`src/besm_params.svh`:
```
// constants for the bridge error status and error-report mask block
`ifndef BESM_PARAMS_SVH
`define BESM_PARAMS_SVH

// configuration byte offsets, identical from both bus interfaces
`define BESM_STATUS_OFS    8'hd0
`define BESM_PMASK_OFS     8'hd4
`define BESM_SMASK_OFS     8'hd5

// field layout
`define BESM_GRP_W         4
`define BESM_EVT_W         7
`define BESM_ST_DS_LSB     0
`define BESM_ST_US_LSB     8
`define BESM_BYTE_W        8

// reset values
`define BESM_STATUS_RST    16'h0000
`define BESM_MASK_RST      8'h00
`define BESM_DWORD_ZERO    32'h0000_0000

// writable bits of each mask byte; bit 7 is reserved
`define BESM_MASK_DEFINED  8'h7f

// retry count after which the bridge discards a transaction (log2)
`define BESM_RETRY_LOG2    24

`endif

```
`src/besm_pkg.sv`:
```
// types shared by the bridge error status and mask block
package besm_pkg;

    typedef logic [6:0]  besm_evt_t;
    typedef logic [3:0]  besm_grp_t;
    typedef logic [7:0]  besm_byte_t;
    typedef logic [31:0] besm_dword_t;

    // target of a serial-ROM preload write
    typedef enum logic [1:0] {
        BESM_SEL_PRI = 2'b01,
        BESM_SEL_SEC = 2'b10
    } besm_sel_t;

endpackage

```
`src/besm_bridge_err.sv`:
```
// bridge error status latching and system-error reporting, top level
//
// Behaviour
// - downstream master time-out discard sets status bit 0, may report primary
// - downstream delayed read dropped after retry limit sets bit 1
// - downstream delayed write dropped after retry limit sets bit 2
// - downstream posted write dropped after retry limit sets bit 3
// - upstream master time-out discard sets bit 8, may report secondary
// - upstream delayed read dropped after retry limit sets bit 9
// - upstream delayed write dropped after retry limit sets bit 10
// - upstream posted write dropped after retry limit sets bit 11
// - flags reset to zero, stay set, clear only on write of one
// - status bits 7:4, 15:12 and mask bit 7 read zero, ignore writes
// - report only with global enable set and own mask bit clear
// - primary mask bit zero allows report, one suppresses it
// - primary mask bits 0..3 gate downstream discards, not status latching
// - primary mask bit 4 gates secondary target abort on posted write
// - primary mask bit 5 gates secondary master abort on posted write
// - primary mask bit 6 gates secondary parity error on posted write
// - masks loadable by serial ROM preload or by configuration writes from either interface
// - status at 0xd0, primary mask 0xd4, same from both interfaces
// - secondary mask at 0xd5 gates upstream events; bit 0 time-out
`timescale 1ns/1ns
`default_nettype none
`include "besm_params.svh"
module besm_bridge_err
    import besm_pkg::*;
(
    // clock and reset
    input  wire logic        ref_clk,
    input  wire logic        srst,
    // downstream error events, one-cycle pulses
    input  wire logic        dsMstTimeout,
    input  wire logic        dsReadDiscard,
    input  wire logic        dsWriteDiscard,
    input  wire logic        dsPostedDiscard,
    input  wire logic        dsTargetAbort,
    input  wire logic        dsMasterAbort,
    input  wire logic        dsParityErr,
    // upstream error events, one-cycle pulses
    input  wire logic        usMstTimeout,
    input  wire logic        usReadDiscard,
    input  wire logic        usWriteDiscard,
    input  wire logic        usPostedDiscard,
    input  wire logic        usTargetAbort,
    input  wire logic        usMasterAbort,
    input  wire logic        usParityErr,
    // global system-error enables of each interface
    input  wire logic        pSerrEnable,
    input  wire logic        sSerrEnable,
    // primary interface configuration port
    input  wire logic        pCfgWrEn,
    input  wire logic        pCfgRdEn,
    input  wire besm_byte_t  pCfgAddr,
    input  wire logic [3:0]  pCfgByteEn,
    input  wire besm_dword_t pCfgWrData,
    output besm_dword_t      pCfgRdData,
    output logic             pCfgRdValid,
    // secondary interface configuration port
    input  wire logic        sCfgWrEn,
    input  wire logic        sCfgRdEn,
    input  wire besm_byte_t  sCfgAddr,
    input  wire logic [3:0]  sCfgByteEn,
    input  wire besm_dword_t sCfgWrData,
    output besm_dword_t      sCfgRdData,
    output logic             sCfgRdValid,
    // serial ROM preload of the mask bytes
    input  wire logic        preloadWe,
    input  wire besm_sel_t   preloadSel,
    input  wire besm_byte_t  preloadData,
    // system-error outputs, active low
    output logic             pSerrN,
    output logic             sSerrN
);

    // offsets as wires so their dword index can be sliced
    besm_byte_t  statusOfs;
    besm_byte_t  pmaskOfs;
    besm_byte_t  defMask;
    assign statusOfs = `BESM_STATUS_OFS;
    assign pmaskOfs  = `BESM_PMASK_OFS;
    assign defMask   = `BESM_MASK_DEFINED;

    // event vectors, bit order follows the mask layout
    besm_evt_t   dsEvt;
    besm_evt_t   usEvt;
    assign dsEvt = {dsParityErr, dsMasterAbort, dsTargetAbort,
                    dsPostedDiscard, dsWriteDiscard, dsReadDiscard,
                    dsMstTimeout};
    assign usEvt = {usParityErr, usMasterAbort, usTargetAbort,
                    usPostedDiscard, usWriteDiscard, usReadDiscard,
                    usMstTimeout};

    // address decode, the same map on both interfaces
    logic        pHitStatus;
    logic        pHitMask;
    logic        sHitStatus;
    logic        sHitMask;
    assign pHitStatus = (pCfgAddr[7:2] == statusOfs[7:2]);
    assign pHitMask   = (pCfgAddr[7:2] == pmaskOfs[7:2]);
    assign sHitStatus = (sCfgAddr[7:2] == statusOfs[7:2]);
    assign sHitMask   = (sCfgAddr[7:2] == pmaskOfs[7:2]);

    // write-one-to-clear strobes from both interfaces
    besm_grp_t   dsClr;
    besm_grp_t   usClr;
    logic        pStWr;
    logic        sStWr;
    assign pStWr = pCfgWrEn & pHitStatus;
    assign sStWr = sCfgWrEn & sHitStatus;
    // reserved status bits have no storage, so their writes vanish
    assign dsClr = ({4{pStWr & pCfgByteEn[0]}} & pCfgWrData[3:0])
                 | ({4{sStWr & sCfgByteEn[0]}} & sCfgWrData[3:0]);
    assign usClr = ({4{pStWr & pCfgByteEn[1]}} & pCfgWrData[11:8])
                 | ({4{sStWr & sCfgByteEn[1]}} & sCfgWrData[11:8]);

    // sticky flags; mask bits never reach these set inputs
    besm_grp_t   dsFlags;
    besm_grp_t   usFlags;

    // bits 0..3 from downstream discards
    besm_sticky_flags #(
        .W       (`BESM_GRP_W)
    ) u_dsFlags (
        .ref_clk (ref_clk),
        .srst    (srst),
        .setIn   (dsEvt[3:0]),
        .clrIn   (dsClr),
        .flags_q (dsFlags)
    );

    // bits 8..11 from upstream discards
    besm_sticky_flags #(
        .W       (`BESM_GRP_W)
    ) u_usFlags (
        .ref_clk (ref_clk),
        .srst    (srst),
        .setIn   (usEvt[3:0]),
        .clrIn   (usClr),
        .flags_q (usFlags)
    );

    logic [15:0] statusWord;
    // reserved nibbles read as zero
    assign statusWord = {4'h0, usFlags, 4'h0, dsFlags};

    // mask registers: preload first, then primary, then secondary port
    besm_byte_t  pMask_q;
    besm_byte_t  pMask_d;
    besm_byte_t  sMask_q;
    besm_byte_t  sMask_d;
    logic        pMkWrP;
    logic        pMkWrS;
    logic        sMkWrP;
    logic        sMkWrS;
    logic        preP;
    logic        preS;
    assign pMkWrP = pCfgWrEn & pHitMask & pCfgByteEn[0];
    assign pMkWrS = sCfgWrEn & sHitMask & sCfgByteEn[0];
    assign sMkWrP = pCfgWrEn & pHitMask & pCfgByteEn[1];
    assign sMkWrS = sCfgWrEn & sHitMask & sCfgByteEn[1];
    // the ROM loads before host configuration, so it rarely collides
    assign preP   = preloadWe & (preloadSel == BESM_SEL_PRI);
    assign preS   = preloadWe & (preloadSel == BESM_SEL_SEC);

    // bit 7 is masked off so it always reads zero
    assign pMask_d = defMask & (preP   ? preloadData      :
                                pMkWrP ? pCfgWrData[7:0]  :
                                pMkWrS ? sCfgWrData[7:0]  : pMask_q);
    // secondary mask at byte 0xd5, byte lane 1 of the 0xd4 dword
    assign sMask_d = defMask & (preS   ? preloadData      :
                                sMkWrP ? pCfgWrData[15:8] :
                                sMkWrS ? sCfgWrData[15:8] : sMask_q);

    always_ff @(posedge ref_clk) begin
        if (srst) begin
            pMask_q <= `BESM_MASK_RST;
            sMask_q <= `BESM_MASK_RST;
        end else begin
            pMask_q <= pMask_d;
            sMask_q <= sMask_d;
        end
    end

    // read multiplexers; unmapped offsets return zero
    besm_dword_t maskWord;
    besm_dword_t pRdSel;
    besm_dword_t sRdSel;
    assign maskWord = {16'h0000, sMask_q, pMask_q};
    assign pRdSel = pHitStatus ? {16'h0000, statusWord} :
                    pHitMask   ? maskWord : `BESM_DWORD_ZERO;
    assign sRdSel = sHitStatus ? {16'h0000, statusWord} :
                    sHitMask   ? maskWord : `BESM_DWORD_ZERO;

    // registered read answer, one cycle after the request
    always_ff @(posedge ref_clk) begin
        if (srst) begin
            pCfgRdData  <= `BESM_DWORD_ZERO;
            sCfgRdData  <= `BESM_DWORD_ZERO;
            pCfgRdValid <= 1'b0;
            sCfgRdValid <= 1'b0;
        end else begin
            pCfgRdData  <= pCfgRdEn ? pRdSel : `BESM_DWORD_ZERO;
            sCfgRdData  <= sCfgRdEn ? sRdSel : `BESM_DWORD_ZERO;
            pCfgRdValid <= pCfgRdEn;
            sCfgRdValid <= sCfgRdEn;
        end
    end

    // downstream events report on the primary side
    besm_err_report u_pReport (
        .ref_clk   (ref_clk),
        .srst      (srst),
        .evtIn     (dsEvt),
        .maskIn    (pMask_q[6:0]),
        .enableIn  (pSerrEnable),
        .reportN_q (pSerrN)
    );

    // upstream events report on the secondary side
    besm_err_report u_sReport (
        .ref_clk   (ref_clk),
        .srst      (srst),
        .evtIn     (usEvt),
        .maskIn    (sMask_q[6:0]),
        .enableIn  (sSerrEnable),
        .reportN_q (sSerrN)
    );

    logic pQual;
    logic sQual;
    assign pQual = pSerrEnable & |(dsEvt & ~pMask_q[6:0]);
    assign sQual = sSerrEnable & |(usEvt & ~sMask_q[6:0]);
endmodule
`default_nettype wire

```
`src/besm_err_report.sv`:
```
// gates error events by enable and mask into an active-low report pulse
`timescale 1ns/1ns
`default_nettype none
`include "besm_params.svh"
module besm_err_report
    import besm_pkg::*;
(
    // clock and reset
    input  wire logic      ref_clk,
    input  wire logic      srst,
    // events, mask and global enable
    input  wire besm_evt_t evtIn,
    input  wire besm_evt_t maskIn,
    input  wire logic      enableIn,
    // report output, active low
    output logic           reportN_q
);

    logic unmasked;
    logic reportN_d;

    // a one in the mask suppresses, a zero lets the event through
    assign unmasked  = |(evtIn & ~maskIn);
    // report needs the global enable and a clear mask bit
    assign reportN_d = ~(enableIn & unmasked);

    // one low cycle per qualifying event pulse
    always_ff @(posedge ref_clk) begin
        if (srst) begin
            reportN_q <= 1'b1;
        end else begin
            reportN_q <= reportN_d;
        end
    end

endmodule
`default_nettype wire

```
`src/besm_sticky_flags.sv`:
```
// group of sticky status flags, set by hardware, cleared by writing one
`timescale 1ns/1ns
`default_nettype none
`include "besm_params.svh"
module besm_sticky_flags
    import besm_pkg::*;
#(
    parameter int W = 4
) (
    // clock and reset
    input  wire logic         ref_clk,
    input  wire logic         srst,
    // set pulses and write-one-to-clear strobes
    input  wire logic [W-1:0] setIn,
    input  wire logic [W-1:0] clrIn,
    // flag state
    output logic      [W-1:0] flags_q
);

    logic [W-1:0] flags_d;

    // set wins over a clear landing in the same cycle
    assign flags_d = (flags_q & ~clrIn) | setIn;

    always_ff @(posedge ref_clk) begin
        if (srst) begin
            flags_q <= '0;
        end else begin
            flags_q <= flags_d;
        end
    end

endmodule
`default_nettype wire
```
`config.mk`:
```
export PLATFORM = sky130hd
export DESIGN_NAME = besm_bridge_err
export DESIGN_NICKNAME = d
export VERILOG_FILES = /design/src/besm_pkg.sv /design/src/besm_bridge_err.sv /design/src/besm_err_report.sv /design/src/besm_sticky_flags.sv
export VERILOG_INCLUDE_DIRS = /design/src
export SDC_FILE = /design/constraint.sdc
export NUM_CORES = 1
export LEC_CHECK = 0
export BUFFER_PORTS_ARGS = -buffer_cell sky130_fd_sc_hd__buf_2
export CAP_MARGIN = 20
export CORE_MARGIN = 8
export CORE_UTILIZATION = 44
export DETAILED_ROUTE_END_ITERATION = 8
export GPL_ROUTABILITY_DRIVEN = 0
export PLACE_DENSITY = 0.85
export SYNTH_ARGS = -nofsm -noshare
export SYNTH_HDL_FRONTEND = slang
export SYNTH_HIERARCHICAL = 1
export SYNTH_SLANG_ARGS = --single-unit
```
`constraint.sdc`:
```
create_clock -name ref_clk -period 4.64 [get_ports ref_clk]
set_input_delay 0.928 -clock ref_clk [delete_from_list [all_inputs] [get_ports ref_clk]]
set_output_delay 0.928 -clock ref_clk [all_outputs]
set_load 0.05 [all_outputs]
```
==> impl_metrics.csv <==
group,metric,value,unit
outcome,outcome,"finished, final reports clean",
worst_setup_path,path_cells,"buf_2 > nand4b_1 > or2_2 > nor3_1 > a22o_1 > nand2b_1 > a21oi_1",
clock_network,clockBufferDepth,2,
yosys,yosysSeqAreaShare,0.409,
pwr,vdd_drop_max,0.177,mV
global_route,grt_max_degree,17,
finish,drive_above_1_share,0.304,
pwr,power_density,288,nW/um2
sta,fin_tns_setup,0,ns
clock_network,cts_buffers,5,
worst_setup_path,path_delay_family,"simple AND/OR/NAND/NOR gates",
clock_network,holdBufCountCts,0,
global_route,overflow,0,
yosys,synth.cell_area,2650,um2
routing,initialDrtViolationCount,143,
global_route,first_global_vias,2518,
yosys,avgSynthCellArea,9.03,um2
yosys,synth-seq-cells,54,
yosys,synthDistinctLibCells,38,
place,io_buffers,107,
worst_setup_path,cpMaxStageDelayCell,"nor3_1",
yosys,postSynth.asyncResetShare,0,
routing,ant_nets,0,
yosys,synth_area_leaders,"dfxtp_1 (41%), buf_4 (10%), mux2i_1 (5.7%)",
job,cap_violations,0,
worst_setup_path,crit_type,"input pin to flop",
place,placed_area,3090,um2
clock_network,cts_resized,0,
finish,nets,518,
worst_setup_path,cp_num_buf_inv,1,
worst_setup_path,startpoint,"pCfgAddr[5]",
die,start_util,0.452,
sta,slew_headroom,0.435,
die,rows,28,
clock_network,cts_setup_buffers,0,
finish,areaGrowthSynthToFinish,20.3,%
worst_setup_path,crit_path_end_kind,"flop",
worst_setup_path,crit_required,4.81,ns
sta,clock_skew,0.00776,ns
finish,final_cell_mix,"buf_2 (107), dfxtp_1 (54), conb_1 (36)",
finish,fin_area,3180,um2
die,die_x,93.6,um
routing,wl_met2,3570,um
sta,period_share,0.496,
worst_hold_path,hold_path_class,"flop to flop",
finish,final_common_cell,"buf_2",
finish,diodes,0,
yosys,synth_cells,293,
place,hpwlAfterDp,6410,um
clock_network,cts.clk_slew.worst_paths,0.09,ns
die,ioPinCount,189,
yosys,synth-edff-count,0,
clock_network,cts_sinks,54,
die,die_area,8750,um2
worst_setup_path,cpPeakStageDelay,0.49,ns
routing,num_vias,2390,
clock_network,h-tree-depth,2,
pwr,leakage,1.62,nW
routing,post_drt_wl_per_cell,16.5,um
global_route,grt_pass1_wl,12100,um
routing,drc,0,
routing,first_pass_iters,4,
sta,drv_slew,0,
yosys,synth_top_cell_by_area,"dfxtp_1",
clock_network,cts.root.buffer_cell,"clkbuf_8",
worst_setup_path,r2r-start,"pMask_q[5]$_SDFFE_PP0P_",
worst_setup_path,cp_max_fo,7,
finish,nFillCells,571,
sta,tightest_slew,0.845,ns
routing,viasPerCell,5.05,
sta,hold_viol,0,
routing,detailroute.wirelength.met3,766,um
yosys,yosysWarnings,6,
sta,fmax,435,MHz
yosys,synth.top_cell.area_share,0.409,
worst_setup_path,cp-start-kind,"input pin",
die,core,5850,um2
sta,final.min_clock_period,2.30,ns
routing,met1_length,3360,um
clock_network,cts_tree,"done",
clock_network,clock_insertion_delay_worst_skew,0.30,ns
routing,top_layer,"met5",
pwr,p_total,918,uW
routing,routed_wl,7820,um
sta,rsz0062_at_grt,"no",
worst_setup_path,worstPathArrival,2.47,ns
yosys,synthFlopType,"dfxtp_1",
global_route,grt_usage,0.174,
die,die_h,93.6,um
global_route,antenna_found_initial,1,
worst_hold_path,hp-start,"u_dsFlags/flags_q[3]$_SDFF_PP0_",
sta,setup_viol,0,
## layer usage
metal,vias up,track usage
met4,2,0.0515
met3,15,0.0609
met1,1085,0.203
met2,122,0.292
li1,1166,-
met5,-,0
## area by class of cell
| type | instances | area [um2] | area share |
|---|---|---|---|
| sequential | 54 | 1080 | 0.340 |
| clock inverter | 1 | 5.00 | 0.00157 |
| multi-input combinational | 199 | 1270 | 0.399 |
| clock buffer | 7 | 86.3 | 0.0271 |
| inverter | 30 | 113 | 0.0354 |
| timing repair buffer | 107 | 536 | 0.168 |
| tap | 75 | 93.8 | 0.0295 |
## state kept, by name, summed over array words and instances (netlist names)
signal,count
pCfgRdData,14
pMask_q,7
u_sReport/reportN_q,1
u_dsFlags/flags_q,4
pCfgRdValid,1
sCfgRdValid,1
sCfgRdData,14
sMask_q,7
u_usFlags/flags_q,4
u_pReport/reportN_q,1
## synthesized netlist by cell type, types with 3 or more instances
cell type  instances
and2_1             4
nand2_1           13
clkbuf_1           5
o221ai_1           7
nand4b_1           4
buf_2              3
nor3_1            13
buf_4             36
nor2_1            12
a32o_1             6
o21ai_0            6
a21oi_1           14
and3_1             8
a22o_1            17
o22ai_1            4
nand2b_1          16
dfxtp_1           54
and4b_1            3
nor2b_1            3
inv_1             30
mux2i_1           15
## logic make-up after synthesis
kind of cell | Yosys count | synth area share
AO/OA/AOI/OAI | 62 | 0.183
buffers and inverters | 75 | 0.162
flip-flops | 54 | 0.409
multiplexers | 15 | 0.0567
other | 1 | 0.00142
AND/OR/NAND/NOR | 86 | 0.188
## where the power goes
part	internal (mW)	leakage [nW]	switching (mW)
clock network	0.121	0.0482	0.144
registers	0.475	0.440	0.0101
logic	0.0472	1.13	0.121
## final timing paths
kind,end,slack (ns),cells past startpoint
worst min-delay path,u_dsFlags/flags_q[3]$_SDFF_PP0_,0.50,2
worst max-delay path,u_dsFlags/flags_q[2]$_SDFF_PP0_,2.34,7
worst min register to register,u_dsFlags/flags_q[3]$_SDFF_PP0_,0.50,2
worst max register to register,u_pReport/reportN_q$_SDFF_PP1_,3.57,3
## worst reg2reg max path, stage by stage (launching register included)
cell      delay, ns
dfxtp_1        0.43
nand2b_1       0.14
o221ai_2       0.09
o311ai_1       0.30
## metrics by stage
step                setup WS [ns]  cells   util  hold slack [ns]
floorplan                    2.39    328      -            0.442
global route                 2.25    473  0.544            0.527
detailed placement           2.01    465  0.528            0.485
global placement             2.03    465  0.528            0.468
CTS                          2.35    473  0.544            0.501
finish                       2.34    473  0.544            0.498
(Power assumes the default switching activity.)
